## src/design/ncd_consts.svh

```systemverilog
// How it works
// - Bucket write: index low six, value bit10
// - Group frames hashed into 64-entry bucket table
// - Threshold command loads [12:2], clears [1:0]
// - Byte count above threshold sets early flag
// - Early upload waits for threshold bytes
// - Filter command loads five accept bits
// - Filter bits add; promiscuous overrides other four
// - Halt command stops descriptor link fetching
// - Host waits for pending flag clear
// - Release command resumes descriptor link fetching
// - Nonzero poll interval auto-releases busy descriptor
// - Clear command drops selected status bits
// - Clearing inactive indication changes nothing
// - Software command sets request bit, interrupts
// - Countdown reaching zero sets request bit
// - Indication mask hides sources; system reset clears
// - Interrupt mask gates host; adapter reset clears
// - Coax converter off until power-on command
// - Bank select picks bank 0-7, default 0
// - Counters halted until run; halt keeps values
`ifndef NCD_CONSTS_SVH
`define NCD_CONSTS_SVH
// Register byte offsets
`define NCD_OFF_CMD 8'h00
`define NCD_OFF_DMA 8'h04
`define NCD_OFF_POLL 8'h08
`define NCD_OFF_CFG 8'h0C
`define NCD_OFF_THR 8'h10
`define NCD_OFF_MASK 8'h14
`define NCD_OFF_HLO 8'h18
`define NCD_OFF_HHI 8'h1C
// Field positions
`define NCD_BIT_HASH_VAL 10
`define NCD_BIT_GROUP 40
`define NCD_BIT_PEND 12
`define NCD_BIT_EARLY 5
`define NCD_BIT_REQ 6
`define NCD_BIT_LINK 1
`define NCD_BIT_DN 9
`define NCD_BIT_UP 10
`define NCD_BIT_PROMISC 3
// Status bits that the clear command may touch
`define NCD_ACK_MASK 11'h663
// Reset values
`define NCD_RST_BANK 3'h0
`define NCD_RST_POLL 8'h00
`endif

```

## src/design/ncd_pkg.sv

```systemverilog
package ncd_pkg;
   // Command codes in the upper five bits of the command word
   typedef enum logic [4:0] {
      NCD_BANK = 5'b00001, NCD_COAX_ON = 5'b00010, NCD_UPL = 5'b00110,
      NCD_REQ = 5'b01100, NCD_ACK = 5'b01101, NCD_INT_EN = 5'b01110,
      NCD_IND_EN = 5'b01111, NCD_FILT = 5'b10000, NCD_THR = 5'b10001,
      NCD_STAT_ON = 5'b10101, NCD_STAT_OFF = 5'b10110,
      NCD_COAX_OFF = 5'b10111, NCD_HASH = 5'b11001
   } ncd_cmd_type;
   // Receive side view of the current frame
   typedef struct packed {
      logic addr_valid;
      logic [47:0] dest;
      logic station_hit;
      logic in_frame;
      logic [12:0] byte_count;
   } ncd_rx_type;
   // Event pulses from the rest of the adapter
   typedef struct packed {
      logic link;
      logic dn_done;
      logic up_done;
      logic countdown_zero;
   } ncd_evt_type;
   // Upload descriptor fetcher status
   typedef struct packed {
      logic idle;
      logic busy_stall;
      logic poll_ack;
      logic poll_bit;
   } ncd_fetch_type;
   // Whole state of the decoder
   typedef struct packed {
      logic [63:0] hash;
      logic [12:0] thresh;
      logic [4:0] filter;
      logic halt;
      logic pending;
      logic [10:0] status;
      logic [10:0] ind_en;
      logic [10:0] int_en;
      logic coax_on;
      logic [2:0] bank;
      logic stats_on;
      logic early_en;
      logic early_seen;
      logic [7:0] poll;
      logic [7:0] poll_cnt;
      logic poll_rd;
      logic desc_release;
      logic rx_decide;
      logic rx_accept;
      logic upload_ok;
      logic wr_pend;
      logic [7:0] wr_addr;
      logic [31:0] rdata;
      logic ready;
   } ncd_state_type;
endpackage

```

## src/design/ncd_top.sv

```systemverilog
// Design decisions made here: register access over AHB-Lite and the register offsets.
`timescale 1ns/1ps
`default_nettype none
`include "ncd_consts.svh"
module ncd_top (
   input wire logic i_mclk,
   input wire logic i_rst_b,
   input wire logic i_adapter_reset,
   input wire logic i_hsel,
   input wire logic [31:0] i_haddr,
   input wire logic [1:0] i_htrans,
   input wire logic i_hwrite,
   input wire logic [2:0] i_hsize,
   input wire logic [31:0] i_hwdata,
   input wire logic i_hready,
   output logic [31:0] o_hrdata,
   output logic o_hreadyout,
   output logic o_hresp,
   input wire ncd_pkg::ncd_rx_type i_rx,
   input wire ncd_pkg::ncd_evt_type i_evt,
   input wire ncd_pkg::ncd_fetch_type i_fetch,
   output logic o_rx_decide,
   output logic o_rx_accept,
   output logic o_upload_ok,
   output logic o_fetch_halt,
   output logic o_poll_read,
   output logic o_desc_release,
   output logic o_irq,
   output logic o_coax_on,
   output logic [2:0] o_bank,
   output logic o_stats_run
);
   ncd_pkg::ncd_state_type s_reg;
   ncd_pkg::ncd_state_type s_next;
   logic rst_meta_reg;
   logic rst_n;
   logic cmd_v;
   logic halt_cmd;
   logic [15:0] cmd;
   logic [10:0] set_v;
   logic [10:0] clr_v;
   logic [10:0] eff_v;
   logic [5:0] crc_idx;

   // Ethernet CRC over the destination, octet [47:40] first, LSB first
   function automatic logic [5:0] crc_low6(input logic [47:0] d);
      logic [31:0] c;
      logic fb;
      c = 32'hFFFFFFFF;
      for (int i = 0; i < 48; i++) begin
         fb = c[0] ^ d[47 - 8 * (i / 8) - 7 + (i % 8)];
         c = {1'b0, c[31:1]} ^ (fb ? 32'hEDB88320 : 32'h00000000);
      end
      return c[5:0];
   endfunction

   // Register read mux; reserved bits and unmapped words read zero
   function automatic logic [31:0] rd_mux(input ncd_pkg::ncd_state_type st,
                                         input logic [7:0] a);
      logic [31:0] r;
      r = 32'h00000000;
      case (a)
         `NCD_OFF_CMD: begin
            r[10:0] = st.status & {st.ind_en[10:1], 1'b1};
            r[`NCD_BIT_PEND] = st.pending;
         end
         `NCD_OFF_DMA: r[0] = st.early_en;
         `NCD_OFF_POLL: r[7:0] = st.poll;
         `NCD_OFF_CFG: r[15:0] = {1'b0, st.halt, st.stats_on, st.coax_on, 1'b0,
                                  st.bank, 3'h0, st.filter};
         `NCD_OFF_THR: r[12:0] = st.thresh;
         `NCD_OFF_MASK: r = {5'h00, st.int_en, 5'h00, st.ind_en};
         `NCD_OFF_HLO: r = st.hash[31:0];
         `NCD_OFF_HHI: r = st.hash[63:32];
         default: r = 32'h00000000;
      endcase
      return r;
   endfunction

   // Reset is asserted at once and released through two flops
   always_ff @(posedge i_mclk or negedge i_rst_b) begin
      if (!i_rst_b) begin
         rst_meta_reg <= 1'b0;
         rst_n <= 1'b0;
      end else begin
         rst_meta_reg <= 1'b1;
         rst_n <= rst_meta_reg;
      end
   end

   // A command takes effect in the data phase of its write
   assign cmd_v = s_reg.wr_pend && (s_reg.wr_addr == `NCD_OFF_CMD);
   assign cmd = i_hwdata[15:0];
   assign halt_cmd = cmd_v && (cmd[15:11] == ncd_pkg::NCD_UPL) && (cmd[4:0] == 5'h00);
   assign crc_idx = crc_low6(i_rx.dest);

   // Next state: bus, command decode, events, filter, fetcher
   always_comb begin
      s_next = s_reg;
      s_next.ready = 1'b1;
      s_next.desc_release = 1'b0;
      s_next.poll_rd = 1'b0;
      s_next.rx_decide = 1'b0;
      set_v = 11'h000;
      clr_v = 11'h000;
      eff_v = 11'h000;
      // Data phase of a write
      if (s_reg.wr_pend && s_reg.wr_addr == `NCD_OFF_DMA) begin
         s_next.early_en = i_hwdata[0];
      end
      if (s_reg.wr_pend && s_reg.wr_addr == `NCD_OFF_POLL) begin
         s_next.poll = i_hwdata[7:0];
      end
      if (cmd_v) begin
         case (cmd[15:11])
            ncd_pkg::NCD_HASH: begin
               s_next.hash[cmd[5:0]] = cmd[`NCD_BIT_HASH_VAL];
            end
            ncd_pkg::NCD_THR: begin
               s_next.thresh = {cmd[10:0], 2'b00};
            end
            ncd_pkg::NCD_FILT: begin
               s_next.filter = cmd[4:0];
            end
            ncd_pkg::NCD_UPL: begin
               // Only the upload pair; the download pair shares the prefix
               if (cmd[4:1] == 4'h0) begin
                  if (!cmd[0]) begin
                     s_next.halt = 1'b1;
                     s_next.pending = 1'b1;
                  end else begin
                     s_next.halt = 1'b0;
                  end
               end
            end
            ncd_pkg::NCD_ACK: clr_v = cmd[10:0] & `NCD_ACK_MASK;
            ncd_pkg::NCD_REQ: set_v[`NCD_BIT_REQ] = 1'b1;
            ncd_pkg::NCD_IND_EN: s_next.ind_en = {cmd[10:1], 1'b0};
            ncd_pkg::NCD_INT_EN: s_next.int_en = {cmd[10:1], 1'b0};
            ncd_pkg::NCD_COAX_ON: s_next.coax_on = 1'b1;
            ncd_pkg::NCD_COAX_OFF: s_next.coax_on = 1'b0;
            ncd_pkg::NCD_BANK: begin
               if (cmd[10:3] == 8'h00) begin
                  s_next.bank = cmd[2:0];
               end
            end
            ncd_pkg::NCD_STAT_ON: s_next.stats_on = 1'b1;
            ncd_pkg::NCD_STAT_OFF: s_next.stats_on = 1'b0;
            default: s_next.hash = s_reg.hash;
         endcase
      end
      // Adapter reset clears only the interrupt mask
      if (i_adapter_reset) begin
         s_next.int_en = 11'h000;
      end
      // Early indication fires once per frame, re-armed between frames
      if (!i_rx.in_frame) begin
         s_next.early_seen = 1'b0;
      end else if (!s_reg.early_seen && i_rx.byte_count > s_reg.thresh) begin
         set_v[`NCD_BIT_EARLY] = 1'b1;
         s_next.early_seen = 1'b1;
      end
      set_v[`NCD_BIT_LINK] = i_evt.link;
      set_v[`NCD_BIT_DN] = i_evt.dn_done;
      set_v[`NCD_BIT_UP] = i_evt.up_done;
      set_v[`NCD_BIT_REQ] = set_v[`NCD_BIT_REQ] | i_evt.countdown_zero;
      // Masked sources never reach status; a set beats a clear
      eff_v = set_v & s_reg.ind_en;
      s_next.status[10:1] = (s_reg.status[10:1] & ~clr_v[10:1]) | eff_v[10:1];
      s_next.status[0] = (s_reg.status[0] & ~clr_v[0]) | (|(eff_v & s_reg.int_en));
      // Pending drops once the fetcher confirms it is parked; a fresh halt wins
      if (s_reg.pending && s_reg.halt && i_fetch.idle && !halt_cmd) begin
         s_next.pending = 1'b0;
      end
      // Automatic release: re-read the busy descriptor every poll interval
      if (s_reg.poll != 8'h00 && i_fetch.busy_stall && !s_reg.halt) begin
         if (s_reg.poll_cnt >= s_reg.poll) begin
            s_next.poll_cnt = 8'h00;
            s_next.poll_rd = 1'b1;
         end else begin
            s_next.poll_cnt = s_reg.poll_cnt + 8'h01;
         end
         if (i_fetch.poll_ack && !i_fetch.poll_bit) begin
            s_next.desc_release = 1'b1;
         end
      end else begin
         s_next.poll_cnt = 8'h00;
      end
      // Address filter; promiscuous simply ORs in over the rest
      if (i_rx.addr_valid) begin
         s_next.rx_decide = 1'b1;
         s_next.rx_accept = s_reg.filter[`NCD_BIT_PROMISC]
            | (s_reg.filter[0] & i_rx.station_hit)
            | (s_reg.filter[1] & i_rx.dest[`NCD_BIT_GROUP])
            | (s_reg.filter[2] & (&i_rx.dest))
            | (s_reg.filter[4] & i_rx.dest[`NCD_BIT_GROUP]
               & s_reg.hash[crc_idx]);
      end
      s_next.upload_ok = i_rx.in_frame
         & (!s_reg.early_en | (i_rx.byte_count >= s_reg.thresh));
      // Address phase; zero wait states, read data registered here
      if (i_hready) begin
         s_next.wr_pend = i_hsel && i_htrans[1] && i_hwrite;
         s_next.wr_addr = i_haddr[7:0];
         s_next.rdata = (i_hsel && i_htrans[1] && !i_hwrite) ?
                        rd_mux(s_reg, i_haddr[7:0]) : 32'h00000000;
      end
   end

   // State register
   always_ff @(posedge i_mclk or negedge rst_n) begin
      if (!rst_n) begin
         s_reg <= '0;
         s_reg.bank <= `NCD_RST_BANK;
         s_reg.poll <= `NCD_RST_POLL;
         s_reg.ready <= 1'b1;
      end else begin
         s_reg <= s_next;
      end
   end

   // Outputs straight from the state flops, except o_hresp tied low
   assign o_hrdata = s_reg.rdata;
   assign o_hreadyout = s_reg.ready;
   assign o_hresp = 1'b0;
   assign o_rx_decide = s_reg.rx_decide;
   assign o_rx_accept = s_reg.rx_accept;
   assign o_upload_ok = s_reg.upload_ok;
   assign o_fetch_halt = s_reg.halt;
   assign o_poll_read = s_reg.poll_rd;
   assign o_desc_release = s_reg.desc_release;
   assign o_irq = s_reg.status[0];
   assign o_coax_on = s_reg.coax_on;
   assign o_bank = s_reg.bank;
   assign o_stats_run = s_reg.stats_on;

   // Bucket write lands in the addressed entry
   property p_hash_write;
      @(posedge i_mclk) disable iff (!rst_n)
      (cmd_v && cmd[15:11] == ncd_pkg::NCD_HASH)
      |=> s_reg.hash[$past(cmd[5:0])] == $past(cmd[10]);
   endproperty
   a_hash_write: assert property (p_hash_write) else $error("bucket write lost");

   property p_thresh;
      @(posedge i_mclk) disable iff (!rst_n)
      (cmd_v && cmd[15:11] == ncd_pkg::NCD_THR)
      |=> s_reg.thresh == {$past(cmd[10:0]), 2'b00};
   endproperty
   a_thresh: assert property (p_thresh) else $error("threshold load wrong");

   property p_promisc;
      @(posedge i_mclk) disable iff (!rst_n)
      (i_rx.addr_valid && s_reg.filter[3]) |=> (o_rx_decide && o_rx_accept);
   endproperty
   a_promisc: assert property (p_promisc) else $error("promiscuous frame refused");

   property p_halt;
      @(posedge i_mclk) disable iff (!rst_n)
      (cmd_v && cmd == 16'h3000) |=> (o_fetch_halt && s_reg.pending);
   endproperty
   a_halt: assert property (p_halt) else $error("halt not taken");

   property p_pending_clear;
      @(posedge i_mclk) disable iff (!rst_n)
      (s_reg.pending && s_reg.halt && i_fetch.idle && !halt_cmd) |=> !s_reg.pending;
   endproperty
   a_pending_clear: assert property (p_pending_clear) else $error("pending stuck");

   property p_masked_ind;
      @(posedge i_mclk) disable iff (!rst_n)
      $rose(s_reg.status[6]) |-> $past(s_reg.ind_en[6]);
   endproperty
   a_masked_ind: assert property (p_masked_ind) else $error("masked request shown");

   property p_irq_cause;
      @(posedge i_mclk) disable iff (!rst_n)
      $rose(o_irq) |-> $past(|s_reg.int_en);
   endproperty
   a_irq_cause: assert property (p_irq_cause) else $error("irq without enable");

   property p_coax;
      @(posedge i_mclk) disable iff (!rst_n)
      $rose(o_coax_on) |-> $past(cmd_v && cmd[15:11] == ncd_pkg::NCD_COAX_ON);
   endproperty
   a_coax: assert property (p_coax) else $error("converter on unasked");

   property p_early;
      @(posedge i_mclk) disable iff (!rst_n)
      (s_reg.early_en && i_rx.byte_count < s_reg.thresh) |=> !o_upload_ok;
   endproperty
   a_early: assert property (p_early) else $error("early upload too soon");

   // Filter command replaces all five accept bits
   property p_filter_load;
      @(posedge i_mclk) disable iff (!rst_n)
      (cmd_v && cmd[15:11] == ncd_pkg::NCD_FILT)
      |=> s_reg.filter == $past(cmd[4:0]);
   endproperty
   a_filter_load: assert property (p_filter_load) else $error("filter load wrong");

   // Release lifts the halt at once
   property p_release;
      @(posedge i_mclk) disable iff (!rst_n)
      (cmd_v && cmd == 16'h3001)
      |=> !o_fetch_halt;
   endproperty
   a_release: assert property (p_release) else $error("halt not lifted");

   // Clearing the link bit works unless a new link event lands with it
   property p_ack_link;
      @(posedge i_mclk) disable iff (!rst_n)
      (cmd_v && cmd[15:11] == ncd_pkg::NCD_ACK && cmd[`NCD_BIT_LINK] && !i_evt.link)
      |=> !s_reg.status[`NCD_BIT_LINK];
   endproperty
   a_ack_link: assert property (p_ack_link) else $error("link bit not cleared");

   // Software request shows when its indication is enabled
   property p_req_set;
      @(posedge i_mclk) disable iff (!rst_n)
      (cmd_v && cmd[15:11] == ncd_pkg::NCD_REQ && s_reg.ind_en[`NCD_BIT_REQ])
      |=> s_reg.status[`NCD_BIT_REQ];
   endproperty
   a_req_set: assert property (p_req_set) else $error("request bit not set");

   // Countdown expiry raises the same request bit
   property p_cd_set;
      @(posedge i_mclk) disable iff (!rst_n)
      (i_evt.countdown_zero && s_reg.ind_en[`NCD_BIT_REQ])
      |=> s_reg.status[`NCD_BIT_REQ];
   endproperty
   a_cd_set: assert property (p_cd_set) else $error("countdown request lost");

   // A well formed bank select lands in the bank output
   property p_bank;
      @(posedge i_mclk) disable iff (!rst_n)
      (cmd_v && cmd[15:11] == ncd_pkg::NCD_BANK && cmd[10:3] == 8'h00)
      |=> o_bank == $past(cmd[2:0]);
   endproperty
   a_bank: assert property (p_bank) else $error("bank not selected");

   // Counters only start on the run command
   property p_stats;
      @(posedge i_mclk) disable iff (!rst_n)
      $rose(o_stats_run)
      |-> $past(cmd_v && cmd[15:11] == ncd_pkg::NCD_STAT_ON);
   endproperty
   a_stats: assert property (p_stats) else $error("counters started unasked");

   // First byte count above the threshold raises the early flag
   property p_early_set;
      @(posedge i_mclk) disable iff (!rst_n)
      (i_rx.in_frame && !s_reg.early_seen && i_rx.byte_count > s_reg.thresh
         && s_reg.ind_en[`NCD_BIT_EARLY])
      |=> s_reg.status[`NCD_BIT_EARLY];
   endproperty
   a_early_set: assert property (p_early_set) else $error("early flag not set");

   // Adapter reset empties the interrupt mask
   property p_mask_reset;
      @(posedge i_mclk) disable iff (!rst_n)
      i_adapter_reset
      |=> s_reg.int_en == 11'h000;
   endproperty
   a_mask_reset: assert property (p_mask_reset) else $error("interrupt mask kept");

   // Indication mask takes the parameter with bit 0 dropped
   property p_ind_load;
      @(posedge i_mclk) disable iff (!rst_n)
      (cmd_v && cmd[15:11] == ncd_pkg::NCD_IND_EN)
      |=> s_reg.ind_en == {$past(cmd[10:1]), 1'b0};
   endproperty
   a_ind_load: assert property (p_ind_load) else $error("mask load wrong");
endmodule
`default_nettype wire

```

## config.mk

```make
export PLATFORM = sky130hd
export DESIGN_NAME = ncd_top
export DESIGN_NICKNAME = d
export VERILOG_FILES = /design/src/design/ncd_pkg.sv /design/src/design/ncd_top.sv
export VERILOG_INCLUDE_DIRS = /design/src /design/src/design
export SDC_FILE = /design/constraint.sdc
export NUM_CORES = 1
export LEC_CHECK = 0
export ABC_AREA = 1
export ABC_CLOCK_PERIOD_IN_PS = 6800
export BUFFER_PORTS_ARGS = -buffer_cell sky130_fd_sc_hd__buf_2
export CAP_MARGIN = 20
export CORE_ASPECT_RATIO = 1.4
export CORE_MARGIN = 2
export CORE_UTILIZATION = 55
export DETAILED_ROUTE_END_ITERATION = 7
export PLACE_DENSITY = 0.76
export SKIP_CTS_REPAIR_TIMING = 1
export SLEW_MARGIN = 20
export SYNTH_ARGS = -nofsm -noshare
export SYNTH_HDL_FRONTEND = slang
export SYNTH_SLANG_ARGS = --single-unit
```

## constraint.sdc

```tcl
create_clock -name i_mclk -period 6.8 [get_ports i_mclk]
set_input_delay 1.02 -clock i_mclk [delete_from_list [all_inputs] [get_ports i_mclk]]
set_output_delay 1.02 -clock i_mclk [all_outputs]
set_load 0.03 [all_outputs]
```

Word level (Yosys, flattened, before mapping)
Index checks and enable logic that the tools add are counted.
- $add $sub $neg: 1
- order comparisons: 6
- equality and inequality tests: 24
- multiplexer cells: 88
- bitwise logic cells: 116
- reduce and logical (&&, ||, !) cells: 47
- operator list (kind ; count):
    32-bit 2-to-1 mux ; 23
    31-bit by 32-bit XOR with 32-bit output ; 21
    16-bit 2-to-1 mux ; 5
    64-bit bitwise mux ; 1
    10-bit 2-to-1 mux ; 6
    28-bit 2-to-1 mux ; 2
    25-bit 2-to-1 mux ; 2
    7-bit case mux with 7 select lines ; 1
    16-bit case mux with 3 select lines ; 1
    48-bit AND reduction ; 1
    1-bit XOR ; 47
    11-bit 2-to-1 mux ; 4
    22-bit 2-to-1 mux ; 2
    11-bit bitwise AND ; 3
    8-bit by 5-bit == test with 1-bit output, second input constant ; 4
    31-bit 2-to-1 mux ; 1
    31-bit NOT ; 1
    31-bit XOR ; 1
    5-bit == test, second input constant ; 6
    30-bit 2-to-1 mux ; 1
    30-bit XOR ; 1
    29-bit XOR ; 1
    28-bit XOR ; 1
    27-bit 2-to-1 mux ; 1
    other kinds (69) ; 145
- bits in registers: 185
- bits of input ports: 147
- output and inout bits: 46
- word-level logic and storage cells: 307

Longest topological paths before layout
Gate-level depths: netlist of the first run.
- word-level depth: 148
- gate-level depth with buffers: 43
- depth with buffers taken out: 43

Worst setup path after synthesis of the first run
No wires, ideal clock.
- path kind: input to register
- from: input port i_rx[55] (netlist name)
- to: register s_reg, in the netlist o_rx_accept
- library setup time: 121 ps
- data arrival time: 4336 ps
- required time: 6679 ps
- slack: 2343 ps
- stages: 36
- buffers on the path: 0
- path through: ha_1 nand2_1 nand2_1 nand2_1 nand2_2 nand2_1 nand2_2 inv_2 nand3_1 nand3_1 nand2_1 inv_1 nand2_2 nand2_4 nand2_1 nand2_1 inv_2 nand2_1 nand2_2 or2_1 nand2_1 nand3_1 nand2_2 nand2_1 nand2_2 nand3_1 nand2_1 nand2_1 nand2_2 nand3_1 nand3_1 nand3_1 nand2_1 nand2_1 nand3_1 a21oi_1
- word-level cells in the longest chain between the ends: 67
- elaborated cells on any way between the ends: 129
- those cells by class: mux: 38; bitwise: 90; reduce/logical: 1
- RTL lines (what ; RTL line ; RTL):
    start, declared ; ncd_top.sv:19 ; input wire ncd_pkg::ncd_rx_type i_rx,
    32-bit 2-to-1 mux ; ncd_top.sv:52 ; c = {1'b0, c[31:1]} ^ (fb ? 32'hEDB88320 : 32'h00000000);
    31-bit NOT (no source line) ; - ;
    31-bit by 32-bit XOR with 32-bit output (5 in series) ; ncd_top.sv:52 ;
    1-bit XOR / 31-bit by 32-bit XOR with 32-bit output (equally long branches) ; ncd_top.sv:51, ncd_top.sv:52 ;
    32-bit 2-to-1 mux / 31-bit by 32-bit XOR with 32-bit output (equally long branches) ; ncd_top.sv:52 ;
    31-bit by 32-bit XOR with 32-bit output ; ncd_top.sv:52 ;
    31-bit by 32-bit XOR with 32-bit output / 1-bit XOR (equally long branches) ; ncd_top.sv:52, ncd_top.sv:51 ;
    31-bit by 32-bit XOR with 32-bit output (tied with other cells) ; ncd_top.sv:52 ;
    [... 47 more ...] ; - ;
    9-bit XOR (tied with other cells) ; ncd_top.sv:52 ;
    8-bit XOR / 6-bit 2-to-1 mux (equally long branches) ; ncd_top.sv:52 ;
    7-bit XOR ; ncd_top.sv:52 ;
    6-bit XOR ; ncd_top.sv:52 ;
    1-bit binary-select mux with 6-bit select ; ncd_top.sv:197 ; & s_reg.hash[crc_idx]);
    1-bit 2-to-1 mux (not written as such) ; ncd_top.sv:197 ;
    1-bit bitwise AND ; ncd_top.sv:196 ; | (s_reg.filter[4] & i_rx.dest[`NCD_BIT_GROUP]
    1-bit bitwise OR (*) ; ncd_top.sv:192 ; s_next.rx_accept = s_reg.filter[`NCD_BIT_PROMISC]
    end signal, assigned ; ncd_top.sv:218 ; s_reg <= s_next;
    end, declared ; ncd_top.sv:33 ; ncd_pkg::ncd_state_type s_reg;
Mark *: on every way between the ends. The rest lies on a longest branch, timed or not. The select of a mux whose other input is x is not followed.
A chain may end at the register's enable or synchronous reset.

Worst setup path after layout of the first run
- from: input port i_rx[59] (netlist name)
- to: register s_reg, in the netlist o_rx_accept
- word-level cells in the longest chain between the ends: 64
- elaborated cells on any way between the ends: 115
- those cells by class: mux: 34; bitwise: 80; reduce/logical: 1
- RTL lines (what ; RTL line ; RTL):
    1-bit XOR ; ncd_top.sv:51 ; fb = c[0] ^ d[47 - 8 * (i / 8) - 7 + (i % 8)];
    32-bit 2-to-1 mux ; ncd_top.sv:52 ;
    31-bit by 32-bit XOR with 32-bit output (6 in series) ; ncd_top.sv:52 ;
    1-bit XOR ; ncd_top.sv:51 ;
    32-bit 2-to-1 mux ; ncd_top.sv:52 ;
    31-bit by 32-bit XOR with 32-bit output (6 in series) ; ncd_top.sv:52 ;
    1-bit XOR ; ncd_top.sv:51 ;
    32-bit 2-to-1 mux ; ncd_top.sv:52 ;
    [... 38 more ...] ; - ;
    1-bit XOR ; ncd_top.sv:51 ;
    6-bit 2-to-1 mux ; ncd_top.sv:52 ;
    7-bit XOR ; ncd_top.sv:52 ;
    6-bit XOR ; ncd_top.sv:52 ;
    1-bit binary-select mux with 6-bit select ; ncd_top.sv:197 ;
    1-bit 2-to-1 mux (not written as such) ; ncd_top.sv:197 ;
    1-bit bitwise AND ; ncd_top.sv:196 ;
    1-bit bitwise OR (*) ; ncd_top.sv:192 ;
Marked as above.

==> flow_summary.toml, run 1 <==
[status]
status = "completed"

[floorplanning]
core_area_um2 = 26700
rows = 71
die_y_um = 199
dieArea_um2 = 28400
die_w_um = 143
io_pins = 193
start_util = 0.557

[clock_tree]
cts.sinks = 179
cts_root_buf = "clkbuf_16"
h-tree-depth = 4
cts_tree = "yes"
cts.path.max_buffers = 2
clk_pin_slew_ns = 0.08
clk_latency_ns = 0.46
cts-buffers-inserted = 17

[layout]
syn_to_final_growth_pct = 8.96
diodes = 0
layout-drive-gt1-share = 0.129
stdcell_count = 2786
final_util = 0.607
layout.nets = 2578
largest_register_ff_count = 133

[critical_path]
startpoint_type = "primary input"
cp_max_fo = 32
crit_path_top_delay_cell = "nand3_2"
cpPeakStageDelay_ns = 0.55
path_buf_inv = 4
worstSetupPathDepth = 37
worstPathArrival_ns = 6.14
ff2ff_path_depth = 11
required_ns = 7.18
crit_top_cell = "nand2_1"
worstSetupPathType = "in -> reg"
end_kind = "flop"
crit_family = "simple AND/OR/NAND/NOR gates"

[global_routing]
first_global_vias = 14900
gr-usage-all-layers = 0.343
grt_pass1_wl_um = 76000
antenna_found_initial = 1
grt_max_degree = 79
overflow = 0

[synthesis]
synth_edf_count = 0
ys_async_sr_fraction = 1.00
yosysMostFrequentCell = "nand2_1"
yosys.area.top_type = "dfrtp_1"
synth_cell_types = 51
synth_area_leaders = "dfrtp_1, nand2_1, nand3_1"
syn_inst = 2320
syn_area_per_cell_um2 = 6.42
netlist.area_leader.share = 0.301
syn_area_um2 = 14900
ys_top_cells_by_count = "nand2_1, nand3_1, inv_1, dfrtp_1, nor2_1"
seq_area_frac_synth = 0.301
synth_top_flop_cell = "dfrtp_1"
ys_warn_count = 0
synth-seq-cells = 179

[sta]
max_slew_margin = 0.241
max_freq_mhz = 174
totalNegativeSetupSlack_ns = 0
min_period_ns = 5.76
finalCritPeriodShare = 0.848
rsz0062_at_grt = "no"
fin_skew_ns = 0.0110
setup_violations = 0
finalHoldViolations = 0
worst_pin_slew_ns = 1.13
slew_viol_final = 0

[routing]
wl_met3_um = 2620
drt_iter0_drc = 1416
routed_wl_um = 48100
routedLengthMet1_um = 18200
first_pass_iters = 6
route.antenna.remaining_nets = 0
viasPerCell = 5.65
met2_length_um = 23700
route.detailed.drc = 0
vias = 15700
drt-wirelength-per-cell_um = 17.3
highest_layer = "met5"

[placement]
io_buffers = 146
hpwlAfterDp_um = 37400
gp_congestion = 0.964
placed_cells = 2753

[power]
pwr_density_cell_nw_per_um2 = 556
irDropWorstVdd_v = 0.000623
leakage_nw = 8.92

[min_path]
hold_path_class = "reg -> async"

[job]
maxCapViolCount = 0
## power by group
| part | internal (mW) | switching (mW) | leakage, nW | total, mW |
|---|---|---|---|---|
| sequential | 1.08 | 0.0153 | 2.09 | 1.10 |
| combinational | 2.09 | 4.82 | 6.54 | 6.90 |
| clock | 0.577 | 0.446 | 0.287 | 1.02 |
| total | 3.75 | 5.28 | 8.92 | 9.02 |
## layout by cell type, fill, tap and decap left out, types with 3 or more instances in the layout
cell          n
inv_1       268
xnor2_1      24
buf_4         4
a22o_1        8
clkbuf_16    17
nand3_2      15
a221oi_1      4
nor3_1       20
o21ai_0      87
clkbuf_8      3
inv_4         3
nor2_1      129
conb_1        3
dfrtp_1     178
a211oi_1      3
nand2_1     769
nand2_2      65
inv_2        26
a2111oi_0     6
clkinvlp_4    4
or2_1         6
nand3_1     307
buf_2       146
o22ai_1      43
nand2_4      14
ha_1         23
nor4_1        9
nand3b_1     10
xor2_1       85
nand4_1      19
a21oi_1      88
inv_6         6
## path summary, 6_finish.rpt
check	startpoint	endpoint	slack [ns]
min	rst_n	s_reg[175]	0.22
min reg2reg	rst_n	s_reg[175]	0.22
max in group asynchronous	rst_n	s_reg[117]	5.25
max	i_rx[59]	o_rx_accept	1.04
max reg2reg	s_reg[40]	s_reg[159]	3.61
min in group i_mclk	rst_meta_reg	rst_n	0.37
## stage by stage
| step | cell area [um2] | total power, mW | worst slack [ns] | hold WS [ns] |
|---|---|---|---|---|
| after floorplan | 14900 | 6.48 | 1.44 | 0.331 |
| after global placement | 15600 | 7.79 | 0.832 | 0.245 |
| after detailed placement | 15600 | 7.88 | 0.691 | 0.239 |
| after CTS | 16200 | 8.92 | 1.14 | 0.243 |
| after global routing | 16200 | 9.81 | 0.597 | 0.251 |
| final | 16200 | 9.02 | 1.04 | 0.223 |
## routing by layer
layer,vias up,track usage
met5,-,0
met4,2,0.234
met3,180,0.0407
met2,658,0.606
met1,7300,0.383
li1,7605,-
## final cells by class
class                           instances  area, um2
Clock buffer                           20        467
Fill cell                            2597      10500
Timing Repair Buffer                  151        766
Tap cell                              365        457
Multi-Input combinational cell       1761       8790
Inverter                              298       1130
Sequential cell                       179       4480
Clock inverter                         12        143
## worst reg2reg max path: stages (launching register included)
cell and delay, ns:
dfrtp_1 0.38, nor4_1 0.44, nor3b_1 0.32, nand2_1 0.18
inv_1 0.39, nand2_1 0.10, inv_1 0.44, nand2_1 0.11
inv_1 0.37, nand2_1 0.16, nor2_1 0.14, a21oi_1 0.05
## cells by family (layout without fill, tap and decap cells)
family / Yosys count / in the layout / synth area share
AO/OA/AOI/OAI: 253 / 253 / 0.0964
XOR/XNOR: 110 / 110 / 0.0652
adder cells (fa/ha/maj): 23 / 23 / 0.0193
buffers and inverters: 381 / 481 / 0.110
flip-flops: 179 / 179 / 0.301
multiplexers: 2 / 2 / 0.00151
other: 2 / 3 / 0.000504
AND/OR/NAND/NOR: 1370 / 1370 / 0.407
Power figures use the tool's default switching activity.
==> run 2: changes to the inputs <==
Settings changed: ABC_CLOCK_PERIOD_IN_PS 6800 to 5110, CORE_UTILIZATION 55 to 54, PLACE_DENSITY 0.76 to 0.78.
Clock period 6.8 ns to 5.11 ns, I/O delays scaled along.
==> run 2 against run 1 <==
  * The run now ends with DRC left
  * Non-clock buffer count increased by 86
  * Final cell count rose by 3.2%
  * Die area up 1.8%
  * Hold slack worse by 0.13 ns
==> flow_summary.toml, run 2 (synthesis results as in run 1) <==
[sta]
slew_viol_final = 0
min_period_ns = 4.71
finalCritPeriodShare = 0.921
setup_violations = 0
fin_skew_ns = 0.00941
rsz0062_at_grt = "no"
max_slew_margin = 0.293
max_freq_mhz = 212
post-route-worst-setup-slack_ns = 0.403
worst_pin_slew_ns = 1.05
whs_ns = 0.0918
finalHoldViolations = 0

[clock_tree]
cts_tree = "yes"
clk_pin_slew_ns = 0.07
cts-buffers-inserted = 17
h-tree-depth = 4
cts.path.max_buffers = 2
cts.sinks = 179
cts_root_buf = "clkbuf_16"
clk_latency_ns = 0.44

[critical_path]
cp_max_fo = 6
path_buf_inv = 5
end_kind = "flop"
cpPeakStageDelay_ns = 0.38
required_ns = 5.44
worstSetupPathType = "in -> reg"
startpoint_type = "primary input"
crit_path_top_delay_cell = "ha_1"
crit_top_cell = "nand2_1"
worstPathArrival_ns = 5.04
crit_family = "simple AND/OR/NAND/NOR gates"

[layout]
layout-drive-gt1-share = 0.158
fill_cells = 2599
final_cell_mix = "nand2_1, nand3_1, inv_1, dfrtp_1, buf_2"
largest_register_ff_count = 133
layout.nets = 2664
final_common_cell = "nand2_1"
syn_to_final_growth_pct = 13.8

[routing]
vias = 16000
drt_iter0_drc = 1215
route.antenna.remaining_nets = 0
drt-wirelength-per-cell_um = 17.1
route.detailed.drc = 12
viasPerCell = 5.56
first_pass_iters = 8
routed_wl_um = 49200

[global_routing]
grt_pass1_wl_um = 77200
first_global_vias = 15200
gr-usage-all-layers = 0.341
antenna_found_initial = 2
grt_max_degree = 178
overflow = 0

[min_path]
hold_path_class = "in -> async"

[floorplanning]
io_pins = 193
core_area_um2 = 27000
start_util = 0.552
dieArea_um2 = 28900
die_w_um = 144
die_y_um = 201
rows = 71

[power]
irDropWorstVdd_v = 0.00106
leakage_nw = 9.37
pwr_density_cell_nw_per_um2 = 766

[placement]
dp_slack_ns = -0.0766
gp_congestion = 0.972
io_buffers = 146
hpwlAfterDp_um = 38300

[status]
violations = "DRC"
status = "complete, but fails checks"

[job]
maxCapViolCount = 0
-- run 2: power by group --
group	switching [mW]	internal (mW)
logic	6.57	3.71
registers	0.0167	1.44
clock network	0.556	0.692
-- run 2: per-layer routing --
metal	share of wire	routed length, um	vias up	track usage
met3	0.062	3040	169	0.0425
met4	0.066	3250	0	0.209
li1	-	-	7782	-
met1	0.37	18400	7308	0.387
met2	0.50	24600	730	0.597
met5	0	0	-	0
-- run 2: final cells by class --
cell class | count | area [um2] | area share
Clock inverter | 10 | 83.8 | 0.00494
Sequential cell | 179 | 4480 | 0.264
Antenna cell | 2 | 5.00 | 0.000295
Timing Repair Buffer | 237 | 1530 | 0.0905
Multi-Input combinational cell | 1761 | 8800 | 0.519
Inverter | 298 | 1130 | 0.0664
Clock buffer | 22 | 464 | 0.0274
Tap cell | 365 | 457 | 0.0269
-- run 2: final timing paths --
kind	slack, ns	end	from	cells past startpoint
max	0.40	o_rx_accept	i_rx[55]	38
min	0.09	rst_meta_reg	i_rst_b	1
max reg2reg	2.00	s_reg[150]	s_reg[40]	11
min reg2reg	0.36	rst_n	rst_meta_reg	0
max in group asynchronous	3.84	s_reg[80]	rst_n	1
min in group i_mclk	0.36	rst_n	rst_meta_reg	0
-- run 2: stage by stage --
step            util  TNS (ns)  total power, mW  cells  area, um2
2_1_floorplan      -         0             8.62   2321      14900
3_3_place_gp   0.606         0             11.3   2839      16400
3_5_place_dp   0.607   -0.0766             11.6   2840      16400
4_1_cts        0.627         0             12.8   2872      16900
5_1_grt        0.628         0             14.1   2874      17000
6_report       0.628         0             13.0   2874      17000
==> run 3: changes to the inputs <==
Settings changed: RECOVER_POWER set to 25.
==> run 3 against run 2 <==
  * The run ends with capacitance limit, slew limit left
  * Global-route usage did not move
  * Hold slack improved by 0.0010 ns
  * Utilization fell by 0.070 points
  * Highest routed layer unchanged
  * Clock power barely moved
==> flow_summary.toml, run 3 (synthesis results as in run 1) <==
[layout]
final_cell_area_um2 = 16900
layout.nets = 2664
multiInputGateArea_um2 = 8800
final_cell_mix = "nand2_1, nand3_1, inv_1, dfrtp_1, buf_2"
layout-drive-gt1-share = 0.157
fill_cells = 2603
largest_register_ff_count = 133
syn_to_final_growth_pct = 13.7
final_common_cell = "nand2_1"
seq_area_um2 = 4480

[critical_path]
worstPathArrival_ns = 5.03
startpoint_type = "primary input"
end_kind = "flop"
crit_top_cell = "nand2_1"
required_ns = 5.44
worstSetupPathType = "in -> reg"
cp_max_fo = 8
cpPeakStageDelay_ns = 0.37
crit_path_top_delay_cell = "ha_1"

[status]
status = "complete, but fails checks"
violations = "capacitance limit, slew limit"

[sta]
max_freq_mhz = 213
worst_pin_slew_ns = 3.94
min_period_ns = 4.70
slew_viol_final = 178
fin_skew_ns = 0.00847
setup_violations = 0
whs_ns = 0.0928
totalNegativeSetupSlack_ns = 0
post-route-worst-setup-slack_ns = 0.412
finalCritPeriodShare = 0.919
finalHoldViolations = 0
max_slew_margin = -1.63
rsz0062_at_grt = "no"

[floorplanning]
rows = 71
die_w_um = 144
io_pins = 193
dieArea_um2 = 28900
core_area_um2 = 27000
start_util = 0.552
die_y_um = 201

[routing]
viasPerCell = 5.57
route.antenna.remaining_nets = 0
routed_wl_um = 49200
route.detailed.drc = 0
vias = 16000
drt_iter0_drc = 1231
drt-wirelength-per-cell_um = 17.1
first_pass_iters = 8

[global_routing]
grt_max_degree = 178
gr-usage-all-layers = 0.341
antenna_found_initial = 2
grt_pass1_wl_um = 77200
overflow = 0
first_global_vias = 15200

[placement]
io_buffers = 146
hpwlAfterDp_um = 38300
place_area_um2 = 16400
dp_slack_ns = -0.0766
gp_congestion = 0.972

[job]
maxCapViolCount = 1

[power]
pwr-share-clk = 0.096
irDropWorstVdd_v = 0.00107
p_sw_mw = 7.11
pwr-share-comb = 0.791
power_frac_seq = 0.112
netSwitchingFraction = 0.549
p_int_mw = 5.84
leakage_nw = 9.35
pwr_density_cell_nw_per_um2 = 765

[clock_tree]
cts.sinks = 179
h-tree-depth = 4
cts_root_buf = "clkbuf_16"
clk_latency_ns = 0.44
cts.path.max_buffers = 2
cts_tree = "yes"
cts-buffers-inserted = 17
clk_pin_slew_ns = 0.07

[min_path]
hold_path_class = "in -> async"
-- run 3: cell types whose count changed in the layout (fill, tap and decap cells not counted) --
cell	previous run	this run
buf_12	8	7
clkbuf_1	3	6
buf_2	146	144
-- run 3: worst paths after layout --
path	from	endpoint	slack (ns)	cells past startpoint
worst max-delay path	i_rx[55]	o_rx_accept	0.41	38
worst min-delay path	i_rst_b	rst_meta_reg	0.09	1
worst max register to register	rst_n	s_reg[80]	0.99	1
worst min register to register	rst_meta_reg	rst_n	0.36	0
max in group asynchronous	rst_n	s_reg[80]	0.99	1
min in group i_mclk	rst_meta_reg	rst_n	0.36	0
-- run 3: power groups by stage --
stage          sequential, mW  combinational [mW]  clock [mW]
2_1_floorplan            1.50                7.12           0
3_3_place_gp             1.48                9.86           0
3_5_place_dp             1.48                10.1           0
4_1_cts                  1.45                10.1        1.25
5_1_grt                  1.46                11.3        1.30
6_report                 1.45                10.3        1.25
-- run 3: metrics by stage --
stage               utilization  std cells  total power, mW
floorplan                     -       2321             8.62
global placement          0.606       2839             11.3
detailed placement        0.607       2840             11.6
CTS                       0.627       2872             12.8
global route              0.627       2874             14.1
finish                    0.627       2874             13.0
-- run 3: layer usage --
metal | wire [um] | GRT usage | vias up
li1 | - | - | 7782
met3 | 2900 | 0.0425 | 170
met5 | 0 | 0 | -
met2 | 24500 | 0.597 | 717
met1 | 18500 | 0.387 | 7347
met4 | 3290 | 0.209 | 0
-- run 3: worst max-delay path: cells and delay by family --
family | cells | cell delay (ns)
and+or+nand+nor | 33 | 3.41
buffers and inverters | 3 | 0.37
adders and majority gates | 1 | 0.37
AOI/OAI and AO/OA | 1 | 0.08
-- run 3: final cells by class --
| cell class | instances | share of cell area |
|---|---|---|
| well taps | 365 | 0.0270 |
| inverters | 298 | 0.0665 |
| diodes | 2 | 0.000296 |
| clock inverters | 10 | 0.00495 |
| clock buffers | 22 | 0.0274 |
| repair buffers | 237 | 0.0895 |
| flip-flops and latches | 179 | 0.265 |
| multi-input cells | 1761 | 0.520 |
